### config.mk
export PLATFORM = sky130hd
export DESIGN_NAME = mcs_master_sched
export DESIGN_NICKNAME = d
export VERILOG_FILES = /design/src/logic/mcs_pkg.sv /design/src/logic/mcs_master_sched.sv
export VERILOG_INCLUDE_DIRS = /design/src /design/src/logic
export SDC_FILE = /design/constraint.sdc
export NUM_CORES = 2
export LEC_CHECK = 0
export ABC_AREA = 1
export ABC_CLOCK_PERIOD_IN_PS = 9080
export BUFFER_PORTS_ARGS = -buffer_cell sky130_fd_sc_hd__buf_2
export CORE_AREA = 5 5 313 315
export CTS_CLUSTER_SIZE = 12
export DETAILED_ROUTE_END_ITERATION = 16
export DIE_AREA = 0 0 318 320
export GPL_TIMING_DRIVEN = 0
export PLACE_DENSITY = 0.74
export SETUP_SLACK_MARGIN = 0.2
export SYNTH_ARGS = -nofsm -noshare
export SYNTH_HDL_FRONTEND = slang
export SYNTH_SLANG_ARGS = --single-unit
### constraint.sdc
create_clock -name sys_clk -period 9.08 [get_ports sys_clk]
set_clock_uncertainty 0.15 [all_clocks]
set_input_delay 0.908 -clock sys_clk [delete_from_list [all_inputs] [get_ports sys_clk]]
set_output_delay 0.908 -clock sys_clk [all_outputs]
set_load 0.01 [all_outputs]
### src/logic/mcs_regs.svh
`ifndef MCS_REGS_SVH
`define MCS_REGS_SVH
`define MCS_BLK_WORDS 16'h00C8
`define MCS_NUM_ENT 4
`define MCS_OFF_CTRL 8'h00
`define MCS_OFF_READ_CNT 8'h04
`define MCS_OFF_WRITE_CNT 8'h08
`define MCS_OFF_BP_LIMIT 8'h0C
`define MCS_OFF_STPTR 8'h10
`define MCS_OFF_MIN_REPLY 8'h14
`define MCS_OFF_TIMEOUT 8'h18
`define MCS_OFF_RETRY 8'h1C
`define MCS_OFF_GAP 8'h20
`define MCS_OFF_HOLDOFF 8'h24
`define MCS_OFF_STATUS 8'h28
`define MCS_OFF_SENT 8'h2C
`define MCS_OFF_RECV 8'h30
`define MCS_OFF_CERR 8'h34
`define MCS_OFF_BLK 8'h38
`define MCS_OFF_BLKS 8'h50
`define MCS_OFF_ENT 8'h80
`define MCS_OFF_END 8'hA0
`define MCS_STPTR_RST 16'hFFFF
`define MCS_STPTR_MAX 16'h134B
`define MCS_REG_ADDR_MAX 16'h1387
`define MCS_FN_BIT 4'h7
`define MCS_FN_NODE 4'hB
`define MCS_FN_WR_A 4'hC
`define MCS_FN_WR_B 4'hD
`define MCS_CLK_MHZ 100
`define MCS_TICK_US 1000
`define MCS_MS_CYC (`MCS_TICK_US * `MCS_CLK_MHZ)
`define MCS_MS_PER_S 16'h03E8
`endif

### src/logic/mcs_pkg.sv
package mcs_pkg;
   typedef enum logic [2:0] {
      MCS_IDLE = 3'h0,
      MCS_SCAN = 3'h1,
      MCS_ISSUE = 3'h2,
      MCS_WAIT = 3'h3,
      MCS_GAP = 3'h4
   } mcs_state_e;
   typedef struct packed {
      logic [15:0] addr;
      logic [7:0] node;
      logic [1:0] swap;
      logic [3:0] func;
      logic [1:0] en;
   } mcs_entry_s;
   typedef struct packed {
      logic [15:0] addr;
      logic [7:0] node;
      logic [3:0] func;
      logic [1:0] swap;
   } mcs_cmd_s;
endpackage

### src/logic/mcs_master_sched.sv
`timescale 1ns/100ps
`include "mcs_regs.svh"
// Function
// - Block count is register count over 200, plus one for a remainder.
// - A partial last block carries only the leftover words.
// - Retry limit zero keeps the port running despite backplane errors.
// - Nonzero limit halts the port after that many consecutive errors.
// - One good backplane transfer ends the halt.
// - Status pointer of minus one suppresses the status copy.
// - Pointer 0 to 4939 stores status at that location.
// - Replies to received requests wait at least the minimum delay.
// - A command with no reply within the timeout has failed.
// - A failed request is reissued up to the retry limit.
// - Commands other than retries are spaced by at least the inter-command gap.
// - An erroring command is skipped for the holdoff list cycles.
// - Enable code 0 is never issued.
// - Enable code 1 issues once its poll interval has elapsed.
// - Enable code 2 issues write commands only on changed data.
// - Start address is 0..4999, or 0..65535 for bit commands.
// - Swap code reorders read data: none, words, all, bytes.
// - Only function codes 7, 11, 12 and 13 are accepted.
// - Function 11 targets the node in the node field.
// - Count sent, replies, errors; refresh status per read block.
// - Count block transfers and errors; keep current and last error.
// - Data pages of at most 200 words at their array position.
module mcs_master_sched #(
   parameter int MS_CYCLES = `MCS_MS_CYC
)
(
   input logic sys_clk,
   input logic sys_rst,
   input logic [7:0] avs_address,
   input logic avs_read,
   input logic avs_write,
   input logic [31:0] avs_writedata,
   output logic [31:0] avs_readdata,
   output logic avs_waitrequest,
   input logic bp_ok,
   input logic bp_err,
   input logic [4:0] blk_ev,
   input logic [`MCS_NUM_ENT-1:0] data_changed,
   input logic req_rx,
   output logic reply_go,
   output logic cmd_valid,
   output mcs_pkg::mcs_cmd_s cmd,
   input logic reply_valid,
   input logic [31:0] reply_data,
   output logic [31:0] reply_swapped,
   output logic comm_halt,
   output logic status_copy_we,
   output logic [15:0] status_copy_addr,
   output logic status_refresh,
   output logic [1:0][15:0] page_off,
   output logic [1:0][15:0] page_words
);
   localparam int NE = `MCS_NUM_ENT;
   localparam int CI_RD = `MCS_OFF_READ_CNT >> 2;
   localparam int CI_WR = `MCS_OFF_WRITE_CNT >> 2;
   localparam int CI_BP = `MCS_OFF_BP_LIMIT >> 2;
   localparam int CI_SP = `MCS_OFF_STPTR >> 2;
   localparam int CI_MR = `MCS_OFF_MIN_REPLY >> 2;
   localparam int CI_TO = `MCS_OFF_TIMEOUT >> 2;
   localparam int CI_RT = `MCS_OFF_RETRY >> 2;
   localparam int CI_GP = `MCS_OFF_GAP >> 2;
   localparam int CI_HO = `MCS_OFF_HOLDOFF >> 2;
   localparam int NC = `MCS_OFF_STATUS >> 2;

   function automatic logic [15:0] blk_cnt(input logic [15:0] n);
      blk_cnt = n / `MCS_BLK_WORDS
         + ((n % `MCS_BLK_WORDS) != 16'h0000 ? 16'h0001 : 16'h0000);
   endfunction

   function automatic logic fn_ok(input logic [3:0] f);
      fn_ok = (f == `MCS_FN_BIT) || (f == `MCS_FN_NODE)
         || (f == `MCS_FN_WR_A) || (f == `MCS_FN_WR_B);
   endfunction

   function automatic logic fn_wr(input logic [3:0] f);
      fn_wr = (f == `MCS_FN_WR_A) || (f == `MCS_FN_WR_B);
   endfunction

   function automatic logic [31:0] swap32(input logic [31:0] d,
                                          input logic [1:0] c);
      case (c)
         2'h1: swap32 = {d[15:0], d[31:16]};
         2'h2: swap32 = {d[7:0], d[15:8], d[23:16], d[31:24]};
         2'h3: swap32 = {d[23:16], d[31:24], d[7:0], d[15:8]};
         default: swap32 = d;
      endcase
   endfunction

   // Bus slave and configuration
   logic [15:0] cfg_r [NC];
   logic [15:0] cfg_nxt [NC];
   mcs_pkg::mcs_entry_s ent_r [NE];
   mcs_pkg::mcs_entry_s ent_nxt [NE];
   logic [15:0] poll_r [NE];
   logic [15:0] poll_nxt [NE];
   logic wreq_r, wreq_nxt;
   logic [31:0] rdata_r, rdata_nxt, rsel;
   logic [7:0] bsel;
   logic [15:0] blk_r [6];
   logic [15:0] sent_r, recv_r, cerr_r, cur_err_r, last_err_r;
   logic halt_r;
   mcs_pkg::mcs_state_e st_r;
   logic [15:0] nblk [2];

   assign nblk[0] = blk_cnt(cfg_r[CI_RD]);
   assign nblk[1] = blk_cnt(cfg_r[CI_WR]);

   always_comb
   begin
      rsel = 32'h0000_0000;
      bsel = avs_address - `MCS_OFF_BLK;
      if (avs_address < `MCS_OFF_STATUS)
         rsel = {16'h0000, cfg_r[avs_address[5:2]]};
      else if (avs_address >= `MCS_OFF_ENT && avs_address < `MCS_OFF_END)
         rsel = avs_address[2] ? {16'h0000, poll_r[avs_address[4:3]]}
                               : ent_r[avs_address[4:3]];
      else if (avs_address >= `MCS_OFF_BLK && avs_address < `MCS_OFF_BLKS)
         rsel = {16'h0000, blk_r[bsel[4:2]]};
      else
         case (avs_address)
            `MCS_OFF_STATUS: rsel = {last_err_r[7:0], cur_err_r[7:0],
                                     12'h000, st_r, halt_r};
            `MCS_OFF_SENT: rsel = {16'h0000, sent_r};
            `MCS_OFF_RECV: rsel = {16'h0000, recv_r};
            `MCS_OFF_CERR: rsel = {16'h0000, cerr_r};
            `MCS_OFF_BLKS: rsel = {nblk[1], nblk[0]};
            default: rsel = 32'h0000_0000;
         endcase
   end

   always_comb
   begin
      cfg_nxt = cfg_r;
      ent_nxt = ent_r;
      poll_nxt = poll_r;
      // Every access answers in the second cycle; no long stalls
      wreq_nxt = !((avs_read || avs_write) && wreq_r);
      rdata_nxt = ((avs_read || avs_write) && wreq_r) ? rsel : rdata_r;
      if (avs_write && !wreq_r)
      begin
         if (avs_address < `MCS_OFF_STATUS)
            cfg_nxt[avs_address[5:2]] = avs_writedata[15:0];
         else if (avs_address >= `MCS_OFF_ENT
                  && avs_address < `MCS_OFF_END)
         begin
            if (avs_address[2])
               poll_nxt[avs_address[4:3]] = avs_writedata[15:0];
            else
               ent_nxt[avs_address[4:3]] = avs_writedata;
         end
      end
   end

   always_ff @(posedge sys_clk)
   begin
      if (sys_rst)
      begin
         for (int i = 0; i < NC; i++)
            cfg_r[i] <= 16'h0000;
         cfg_r[CI_SP] <= `MCS_STPTR_RST;
         for (int i = 0; i < NE; i++)
         begin
            ent_r[i] <= 32'h0000_0000;
            poll_r[i] <= 16'h0000;
         end
         wreq_r <= 1'b1;
         rdata_r <= 32'h0000_0000;
      end
      else
      begin
         cfg_r <= cfg_nxt;
         ent_r <= ent_nxt;
         poll_r <= poll_nxt;
         wreq_r <= wreq_nxt;
         rdata_r <= rdata_nxt;
      end
   end

   assign avs_readdata = rdata_r;
   assign avs_waitrequest = wreq_r;

   // Time base: ms tick and second tick
   logic [31:0] ms_cnt_r, ms_cnt_nxt;
   logic [15:0] sec_cnt_r, sec_cnt_nxt;
   logic tick, sec_tick;
   assign tick = (ms_cnt_r == 32'(MS_CYCLES - 1));
   assign sec_tick = tick && (sec_cnt_r == `MCS_MS_PER_S - 16'h0001);

   always_comb
   begin
      ms_cnt_nxt = tick ? 32'h0000_0000 : ms_cnt_r + 32'h0000_0001;
      sec_cnt_nxt = sec_cnt_r;
      if (tick)
         sec_cnt_nxt = sec_tick ? 16'h0000 : sec_cnt_r + 16'h0001;
   end

   always_ff @(posedge sys_clk)
   begin
      if (sys_rst)
      begin
         ms_cnt_r <= 32'h0000_0000;
         sec_cnt_r <= 16'h0000;
      end
      else
      begin
         ms_cnt_r <= ms_cnt_nxt;
         sec_cnt_r <= sec_cnt_nxt;
      end
   end

   // Backplane health and status copy
   logic [15:0] bp_run_r, bp_run_nxt;
   logic halt_nxt, scw_r, scw_nxt, srf_r;
   logic [15:0] sca_r;

   always_comb
   begin
      bp_run_nxt = bp_run_r;
      halt_nxt = halt_r;
      if (bp_ok)
      begin
         bp_run_nxt = 16'h0000;
         halt_nxt = 1'b0;
      end
      else if (bp_err)
      begin
         if (bp_run_r != 16'hFFFF)
            bp_run_nxt = bp_run_r + 16'h0001;
         if (bp_run_nxt >= cfg_r[CI_BP])
            halt_nxt = 1'b1;
      end
      if (cfg_r[CI_BP] == 16'h0000)
         halt_nxt = 1'b0;
      scw_nxt = blk_ev[0] && cfg_r[CI_SP] != `MCS_STPTR_RST
         && cfg_r[CI_SP] <= `MCS_STPTR_MAX;
   end

   always_ff @(posedge sys_clk)
   begin
      if (sys_rst)
      begin
         bp_run_r <= 16'h0000;
         halt_r <= 1'b0;
         scw_r <= 1'b0;
         sca_r <= 16'h0000;
         srf_r <= 1'b0;
      end
      else
      begin
         bp_run_r <= bp_run_nxt;
         halt_r <= halt_nxt;
         scw_r <= scw_nxt;
         sca_r <= cfg_r[CI_SP];
         srf_r <= blk_ev[0];
      end
   end

   assign comm_halt = halt_r;
   assign status_copy_we = scw_r;
   assign status_copy_addr = sca_r;
   assign status_refresh = srf_r;

   // Block statistics and paging
   logic [5:0] bev;
   assign bev = {bp_err, blk_ev};
   genvar g;
   generate
      for (g = 0; g < 6; g++)
      begin : g_blk
         logic [15:0] nxt;
         always_comb
            nxt = bev[g] ? blk_r[g] + 16'h0001 : blk_r[g];
         always_ff @(posedge sys_clk)
         begin
            if (sys_rst)
               blk_r[g] <= 16'h0000;
            else
               blk_r[g] <= nxt;
         end
      end
      for (g = 0; g < 2; g++)
      begin : g_page
         logic [15:0] idx_r, idx_nxt, off_nxt, wds_nxt, rem;
         logic [15:0] off_r, wds_r;
         always_comb
         begin
            rem = cfg_r[CI_RD + g] % `MCS_BLK_WORDS;
            idx_nxt = idx_r;
            if (blk_ev[g])
               idx_nxt = (idx_r + 16'h0001 >= nblk[g]) ? 16'h0000
                                                         : idx_r + 16'h0001;
            off_nxt = 16'(idx_nxt * `MCS_BLK_WORDS);
            wds_nxt = (idx_nxt + 16'h0001 == nblk[g] && rem != 16'h0000)
               ? rem : `MCS_BLK_WORDS;
         end
         always_ff @(posedge sys_clk)
         begin
            if (sys_rst)
            begin
               idx_r <= 16'h0000;
               off_r <= 16'h0000;
               wds_r <= 16'h0000;
            end
            else
            begin
               idx_r <= idx_nxt;
               off_r <= off_nxt;
               wds_r <= wds_nxt;
            end
         end
         assign page_off[g] = off_r;
         assign page_words[g] = wds_r;
      end
   endgenerate

   // Reply pacing for received requests
   logic [16:0] rep_tmr_r, rep_tmr_nxt;
   logic rep_busy_r, rep_busy_nxt, rgo_r, rgo_nxt;

   always_comb
   begin
      rep_tmr_nxt = rep_tmr_r;
      rep_busy_nxt = rep_busy_r;
      rgo_nxt = 1'b0;
      if (req_rx)
      begin
         // One extra tick because the first tick arrives at a random phase
         rep_tmr_nxt = {1'b0, cfg_r[CI_MR]} + 17'h00001;
         rep_busy_nxt = 1'b1;
      end
      else if (rep_busy_r && tick)
      begin
         rep_tmr_nxt = rep_tmr_r - 17'h00001;
         if (rep_tmr_r == 17'h00001)
         begin
            rep_busy_nxt = 1'b0;
            rgo_nxt = !halt_r;
         end
      end
   end

   always_ff @(posedge sys_clk)
   begin
      if (sys_rst)
      begin
         rep_tmr_r <= 17'h00000;
         rep_busy_r <= 1'b0;
         rgo_r <= 1'b0;
      end
      else
      begin
         rep_tmr_r <= rep_tmr_nxt;
         rep_busy_r <= rep_busy_nxt;
         rgo_r <= rgo_nxt;
      end
   end

   assign reply_go = rgo_r;

   // Command list scheduler
   mcs_pkg::mcs_state_e st_nxt;
   logic [1:0] idx_r, idx_nxt;
   logic [16:0] tmr_r, tmr_nxt;
   logic [15:0] rty_r, rty_nxt, sent_nxt, recv_nxt, cerr_nxt;
   logic [15:0] cur_nxt, last_nxt;
   logic [15:0] hold_r [NE];
   logic [15:0] hold_nxt [NE];
   logic [15:0] el_r [NE];
   logic [15:0] el_nxt [NE];
   logic [NE-1:0] pend_r, pend_nxt;
   logic cv_r, cv_nxt;
   mcs_pkg::mcs_cmd_s cmd_r, cmd_nxt;
   logic [31:0] rsw_r, rsw_nxt;
   mcs_pkg::mcs_entry_s ce;
   logic elig, adv;

   always_comb
   begin
      ce = ent_r[idx_r];
      elig = fn_ok(ce.func) && hold_r[idx_r] == 16'h0000
         && (ce.func == `MCS_FN_BIT
             || ce.addr <= `MCS_REG_ADDR_MAX)
         && ((ce.en == 2'h1 && el_r[idx_r] >= poll_r[idx_r])
             || (ce.en == 2'h2 && fn_wr(ce.func)
                 && pend_r[idx_r]));
      st_nxt = st_r;
      idx_nxt = idx_r;
      tmr_nxt = tmr_r;
      rty_nxt = rty_r;
      sent_nxt = sent_r;
      recv_nxt = recv_r;
      cerr_nxt = cerr_r;
      cur_nxt = cur_err_r;
      last_nxt = last_err_r;
      hold_nxt = hold_r;
      el_nxt = el_r;
      cv_nxt = 1'b0;
      cmd_nxt = cmd_r;
      rsw_nxt = rsw_r;
      adv = 1'b0;
      pend_nxt = pend_r;
      for (int i = 0; i < NE; i++)
         if (sec_tick && el_r[i] != 16'hFFFF)
            el_nxt[i] = el_r[i] + 16'h0001;
      case (st_r)
         mcs_pkg::MCS_IDLE:
            st_nxt = mcs_pkg::MCS_SCAN;
         mcs_pkg::MCS_SCAN:
            if (elig)
               st_nxt = mcs_pkg::MCS_ISSUE;
            else
               adv = 1'b1;
         mcs_pkg::MCS_ISSUE:
         begin
            cv_nxt = 1'b1;
            cmd_nxt = {ce.addr, ce.node, ce.func, ce.swap};
            sent_nxt = sent_r + 16'h0001;
            el_nxt[idx_r] = 16'h0000;
            pend_nxt[idx_r] = 1'b0;
            tmr_nxt = {1'b0, cfg_r[CI_TO]} + 17'h00001;
            st_nxt = mcs_pkg::MCS_WAIT;
         end
         mcs_pkg::MCS_WAIT:
            if (reply_valid)
            begin
               recv_nxt = recv_r + 16'h0001;
               rsw_nxt = swap32(reply_data, cmd_r.swap);
               cur_nxt = 16'h0000;
               rty_nxt = 16'h0000;
               tmr_nxt = {1'b0, cfg_r[CI_GP]} + 17'h00001;
               st_nxt = mcs_pkg::MCS_GAP;
            end
            else if (tick)
            begin
               tmr_nxt = tmr_r - 17'h00001;
               if (tmr_r <= 17'h00001)
               begin
                  if (rty_r < cfg_r[CI_RT])
                  begin
                     rty_nxt = rty_r + 16'h0001;
                     st_nxt = mcs_pkg::MCS_ISSUE;
                  end
                  else
                  begin
                     cerr_nxt = cerr_r + 16'h0001;
                     hold_nxt[idx_r] = cfg_r[CI_HO];
                     cur_nxt = {14'h0000, idx_r} + 16'h0001;
                     last_nxt = cur_nxt;
                     rty_nxt = 16'h0000;
                     tmr_nxt = {1'b0, cfg_r[CI_GP]} + 17'h00001;
                     st_nxt = mcs_pkg::MCS_GAP;
                  end
               end
            end
         mcs_pkg::MCS_GAP:
            if (tick)
            begin
               tmr_nxt = tmr_r - 17'h00001;
               if (tmr_r <= 17'h00001)
               begin
                  adv = 1'b1;
                  st_nxt = mcs_pkg::MCS_SCAN;
               end
            end
         default:
            st_nxt = mcs_pkg::MCS_IDLE;
      endcase
      if (adv)
      begin
         idx_nxt = idx_r + 2'h1;
         if (idx_r == 2'(NE - 1))
            for (int i = 0; i < NE; i++)
               if (hold_nxt[i] != 16'h0000)
                  hold_nxt[i] = hold_nxt[i] - 16'h0001;
      end
      // Set wins over the clear made by an issue in the same cycle
      pend_nxt = pend_nxt | data_changed;
      if (halt_r || !cfg_r[0][0])
      begin
         st_nxt = mcs_pkg::MCS_IDLE;
         cv_nxt = 1'b0;
         rty_nxt = 16'h0000;
      end
   end

   always_ff @(posedge sys_clk)
   begin
      if (sys_rst)
      begin
         st_r <= mcs_pkg::MCS_IDLE;
         idx_r <= 2'h0;
         tmr_r <= 17'h00000;
         rty_r <= 16'h0000;
         sent_r <= 16'h0000;
         recv_r <= 16'h0000;
         cerr_r <= 16'h0000;
         cur_err_r <= 16'h0000;
         last_err_r <= 16'h0000;
         for (int i = 0; i < NE; i++)
         begin
            hold_r[i] <= 16'h0000;
            el_r[i] <= 16'hFFFF;
         end
         pend_r <= '0;
         cv_r <= 1'b0;
         cmd_r <= '0;
         rsw_r <= 32'h0000_0000;
      end
      else
      begin
         st_r <= st_nxt;
         idx_r <= idx_nxt;
         tmr_r <= tmr_nxt;
         rty_r <= rty_nxt;
         sent_r <= sent_nxt;
         recv_r <= recv_nxt;
         cerr_r <= cerr_nxt;
         cur_err_r <= cur_nxt;
         last_err_r <= last_nxt;
         hold_r <= hold_nxt;
         el_r <= el_nxt;
         pend_r <= pend_nxt;
         cv_r <= cv_nxt;
         cmd_r <= cmd_nxt;
         rsw_r <= rsw_nxt;
      end
   end

   assign cmd_valid = cv_r;
   assign cmd = cmd_r;
   assign reply_swapped = rsw_r;
endmodule

* Word-level counts from Yosys, hierarchy flattened
Memories as Yosys holds them, arrays and structs flattened.
Index checks and enable logic that the tools add are counted.
** Word-level totals
- Bits in registers :: 875
- Word-level logic and storage cells :: 388
- Memories kept :: 1
- Output and inout port bits :: 180
- Input bits :: 89
- Bits in writable memories :: 96
** Memory list
- blk_r :: words 6, width 16, rd ports 7, clocked after Yosys merged registers in 0, write ports 6, line mcs_master_sched.sv:102 : logic [15:0] blk_r [6];
** Cells by class
- Reduce and logical (&&, ||, !) cells :: 68
- $lt $le $gt $ge :: 21
- Div/mod/pow operators :: 4
- Equality and inequality tests :: 36
- Add/subtract/negate cells :: 35
- $mul :: 2
- Muxes and demuxes :: 119
- Bitwise operators :: 22
** Operators by type and width (count)
- 16-bit 2-to-1 mux :: 45
- 64-bit 2-to-1 mux :: 8
- 16-bit by 1-bit adder with 16-bit output (second input constant) :: 20
- 32-bit 2-to-1 mux :: 9
- 160-bit bitwise mux :: 1
- 32-bit one-hot mux with 5 select lines :: 1
- 16-bit binary-select mux with 2-bit select :: 4
- 32-bit binary-select mux with 2-bit select :: 2
- 128-bit bitwise mux :: 1
- 64-bit bitwise mux :: 2
- 17-bit 2-to-1 mux :: 7
- 16-bit inequality test (second input constant) :: 6
- 32-bit one-hot mux with 3 select lines :: 1
- 16-bit nonzero test :: 6
- 64-bit AND :: 1
- 16-bit binary-select mux with 4-bit select :: 1
- 16-bit demux with 2-bit select :: 2
- 16-bit demux with 4-bit select :: 1
- 32-bit demux with 2-bit select :: 1
- 16-bit greater-or-equal comparator :: 4
- 64-bit NOT :: 1
- 16-bit by 1-bit subtractor with 16-bit output (second input constant) :: 4
- 16-bit by 1-bit adder with 17-bit output (second input constant) :: 3
- 17-bit one-hot mux with 3 select lines :: 1
- other kinds (67) :: 175

* Depth between registers and ports, before layout
- Word-level depth :: 15
- Gate-level depth with buffers :: 93
- Gate-level depth less buffers :: 92

* Worst setup path before layout
No wires, ideal clock.
- Path type :: reg-to-reg
- Start :: reg cfg_r[124] (netlist name)
- End :: reg g_page[1].off_r[15]
- Arrival time :: 9.163 ns
- Setup slack :: -0.303 ns
- Stages on the path, launching flop included :: 87
- Clock period less this slack :: 9.383 ns
- Setup time :: 0.070 ns
- Path buffers :: 1
- Cells stage by stage :: dfxtp_1 > nor2_1 > a21oi_2 > nand2_2 > nand2_2 > nor2_2 > nand2_4 > nand2_4 > nand2_4 > nand2_4 > nand2_4 > inv_2 > nand3_2 > nand3_4 > nand2_4 > inv_2 > nand2_1 > nand2_2 > [51 not listed] > inv_1 > fa_1 > inv_1 > ha_1 > a21oi_1 > nor2_1 > nor2_1 > nor2_1 > nor2_1 > inv_1 > a21oi_1 > nor2_1 > nor2_1 > nor2_1 > nor2_1 > xnor2_1 > o21ai_0 > a21oi_1
** Between the ends
- Longest elaborated chain between the ends :: 8
- Elaborated cells between the ends (all ways) :: 9
- Those cells by class :: 1 x add/sub; 1 x mul; 2 x div; 1 x order compare; 3 x mux; 1 x reduce/logical
** Ends and longest elaborated chain
- start, declared :: line mcs_master_sched.sv:93 : logic [15:0] cfg_r [NC];
- start signal, assigned by index :: line mcs_master_sched.sv:163 : cfg_r[CI_SP] <= `MCS_STPTR_RST;
- start signal, assigned :: line mcs_master_sched.sv:174 : cfg_r <= cfg_nxt;
- 16-bit by 8-bit modulo with 16-bit output (no line)
- 16-bit nonzero test :: line mcs_master_sched.sv:70 : + ((n % `MCS_BLK_WORDS) != 16'h0000 ? 16'h0001 : 16'h0000);
- 1-bit 2-to-1 mux :: line mcs_master_sched.sv:70
- 16-bit by 1-bit adder with 16-bit output * :: line mcs_master_sched.sv:69 : blk_cnt = n / `MCS_BLK_WORDS
- 16-bit greater-or-equal comparator * :: line mcs_master_sched.sv:293 : idx_nxt = (idx_r + 16'h0001 >= nblk[g]) ? 16'h0000
- 16-bit 2-to-1 mux * :: line mcs_master_sched.sv:293
- 16-bit 2-to-1 mux * :: line mcs_master_sched.sv:292 : if (blk_ev[g])
- 16-bit by 5-bit multiplier with 13-bit output (no line) *
- end signal, assigned :: line mcs_master_sched.sv:310 : off_r <= off_nxt;
- end, declared :: line mcs_master_sched.sv:287 : logic [15:0] off_r, wds_r;
Every way passes the cells marked *; elsewhere a longest branch is shown, timed or not.
A chain may end at the register's enable or synchronous reset.

* Worst setup path in the final report
- Start :: reg cfg_r[124] (netlist name)
- End :: reg g_page[1].off_r[14]
The elaborated chain is that of the path after synthesis.

==> impl_metrics.json <==
{
  "tightest_slew_ps": 1632,
  "slew_violations": 22,
  "synthCells": 7620,
  "cts_tree": "built",
  "violations": "max-capacitance violations, max-slew violations, negative setup slack",
  "fin_crit_ps": 10930,
  "finalWirelength_um": 235900,
  "cts_buffers": 104,
  "avgSynthCellArea_um2": 6.922,
  "clock_sinks": 954,
  "drt_iter0_markers": 8795,
  "crit_arrival_ps": 11420,
  "setup_viol": 32,
  "grt_max_degree": 15,
  "maxCapViolCount": 3,
  "cpMaxStageDelayCell": "fa_1",
  "final_util_pct": 66.60,
  "cell_internal_pwr_w": 0.007008,
  "cts_hold_buffers": 0,
  "drc": 0,
  "final_area_um2": 62990,
  "syn_to_final_growth_pct": 19.43,
  "detailroute.wirelength.met2_um": 99600,
  "rows": 113,
  "wl_met3_um": 30860,
  "nets": 8494,
  "synth_cell_type_count": 73,
  "h-tree-depth": 3,
  "whs_ps": 260.3,
  "top_layer": "met5",
  "antenna_found_initial": 21,
  "place_area_um2": 55980,
  "wl_met1_um": 86440,
  "start_kind": "flip-flop",
  "yosys_warnings": 0,
  "crit_fanout": 7,
  "overflow": 0,
  "crit_family": "simple AND/OR/NAND/NOR gates",
  "synthTopCellsByCount": "o21ai_0, inv_1, dfxtp_1",
  "setup-tns-final_ps": -41480,
  "ys.flop_type": "dfxtp_1",
  "sw_frac_of_total_pct": 26.37,
  "vias": 60160,
  "synthTopCellsByArea": "dfxtp_1, o21ai_0, a21oi_1",
  "ys_seq_elements": 954,
  "wire_per_inst_um": 24.60,
  "post-route-period-util_pct": 120.3,
  "die_area_um2": 101800,
  "leakage_nw": 26.35,
  "clock-root-buffer": "clkbuf_16",
  "combPwrFrac_pct": 8.4,
  "crit_type": "flip-flop to flip-flop",
  "setup_ws_ps": -1846,
  "crit_path_end_kind": "flip-flop",
  "core-area_um2": 94590,
  "dpl_worst_slack_ps": -2030,
  "power_density_nw_per_um2": 151.1,
  "ys_seq_area_share_pct": 36.21,
  "grt_pass1_vias": 54093,
  "rsz0062_at_grt": "yes",
  "die_w_um": 318,
  "grt_pass1_wl_um": 332400,
  "ctsLongestPathBuffers": 3,
  "yosysMostFrequentCell": "o21ai_0",
  "path_buf_inv": 11,
  "r2r-start": "cfg_r[124]$_SDFFE_PP0P_",
  "synth_edf_count": 0,
  "final_antenna_net_count": 0,
  "cpMostUsedCell": "nand2_4",
  "grt_usage_pct": 42.23,
  "slowest_delay_ps": 550,
  "portBuffers": 246,
  "fmax_mhz": 91.52,
  "pin_count": 269,
  "max_slew_margin_pct": -8.790,
  "synth_top_area_share_pct": 36.21,
  "via_per_inst": 6.274,
  "power_frac_seq_pct": 44.6,
  "drive_above_1_share_pct": 13.10,
  "start_util_pct": 55.76,
  "hp-class": "primary input to flip-flop",
  "hold_violations": 0,
  "ir_worst_vdd_mv": 0.1656,
  "cp-startpoint": "cfg_r[124]$_SDFFE_PP0P_",
  "hpwl_um": 167000,
  "synthArstFlopShare_pct": 0,
  "drt_pass1_iterations": 7,
  "required_ps": 9580,
  "die_height_um": 320,
  "clock_latency_ps": 730,
  "gp_congestion": 1.063,
  "p_switching_w": 0.002510,
  "clk_pin_slew_ps": 70,
  "status": "finished with violations",
  "syn_area_um2": 52740,
  "p_clk_share_pct": 46.9,
  "synth_largest_area_cell": "dfxtp_1",
  "hold_start": "data_changed[1]"
}
==> tightest hold or removal path: stages <==
cell,delay (ps)
buf_2,80
a21oi_1,30
nor2_1,70
==> area by class of cell <==
class | instances | area (um^2)
multi-input cells | 5304 | 30390
plain buffers | 379 | 1499
inverters | 1005 | 3797
fillers | 8047 | 31600
flip-flops and latches | 954 | 19110
well taps | 1265 | 1583
diodes | 16 | 40.04
clock buffers | 153 | 3088
repair buffers | 477 | 3057
clock inverters | 36 | 427.9
==> power groups by stage <==
stage               Combinational, W  Sequential (W)  Clock [W]
global route                0.000822         0.00425    0.00464
detailed placement          0.000681         0.00434          0
floorplan                   0.000355         0.00434          0
finish                      0.000802         0.00425    0.00447
CTS                         0.000719         0.00425    0.00445
global placement            0.000673         0.00434          0
==> kinds of logic (layout without fill, tap and decap cells) <==
| group | Yosys count | after routing | synth area share [%] |
|---|---|---|---|
| simple gates | 2629 | 2629 | 22.28 |
| compound gates | 2243 | 2243 | 23.09 |
| buf+inv | 1384 | 2050 | 9.963 |
| flops | 954 | 954 | 36.21 |
| fa+ha+maj | 180 | 180 | 4.469 |
| xor+xnor | 180 | 180 | 3.055 |
| mux | 48 | 48 | 0.9109 |
| other cells | 2 | 40 | 0.01424 |
==> registers in the layout, summed over array words and instances (netlist names), 17 cells and up <==
name / flops
reply_swapped: 32
el_r: 64
blk_r: 96
rep_tmr_r: 17
poll_r: 64
g_page.wds_r: 32
ms_cnt_r: 32
cmd: 30
avs_readdata: 32
tmr_r: 17
g_page.off_r: 20
cfg_r: 160
ent_r: 128
hold_r: 64
g_page.idx_r: 32
==> what timing repair did <==
item                       4_1_cts  5_1_grt
gates resized for setup        239      166
setup buffers                  180       45
pin swaps                      149      124
setup endpoints to repair       36       35
cloned                           1        0
==> cells in the final DEF (no fill, tap or decap), types with 27 or more instances in the layout <==
cell	count
dfxtp_1	948
nand2_2	65
mux2i_1	48
clkbuf_1	347
buf_2	249
clkbuf_16	105
clkbuf_8	28
a221oi_1	40
nor4_1	50
nor3_1	202
nand3_1	323
nand3_2	34
o211ai_1	79
a21oi_1	811
xor2_1	141
xnor2_1	30
nor2_4	30
inv_2	41
nor2_1	784
buf_4	219
nand2_1	836
inv_1	945
ha_1	137
nand4_1	127
o22ai_1	115
o21ai_0	983
buf_1	27
nand2_4	59
==> layer usage <==
metal  track usage [%]  vias to the layer above
li1                  -                    26896
met2             64.60                     4318
met1             52.26                    27799
met3             12.32                     1139
met5                 0                        -
met4             27.09                        8
==> through the flow <==
stage	instances	power [W]
6_report	9589	0.009518
5_1_grt	9573	0.009712
4_1_cts	9528	0.009414
3_5_place_dp	9158	0.005022
3_3_place_gp	9153	0.005013
2_1_floorplan	7642	0.004696
==> final timing paths <==
check / to / slack [ps] / cells after the start
worst max-delay path: g_page[1].off_r[14]$_SDFF_PP0_ / -1850 / 81
worst min-delay path: pend_r[1]$_SDFF_PP0_ / 260 / 3
worst max register to register: g_page[1].off_r[14]$_SDFF_PP0_ / -1850 / 81
worst min register to register: blk_r[3][15]$_SDFFE_PP0P_ / 310 / 1
Note: power is estimated with default switching activity, not from simulation.
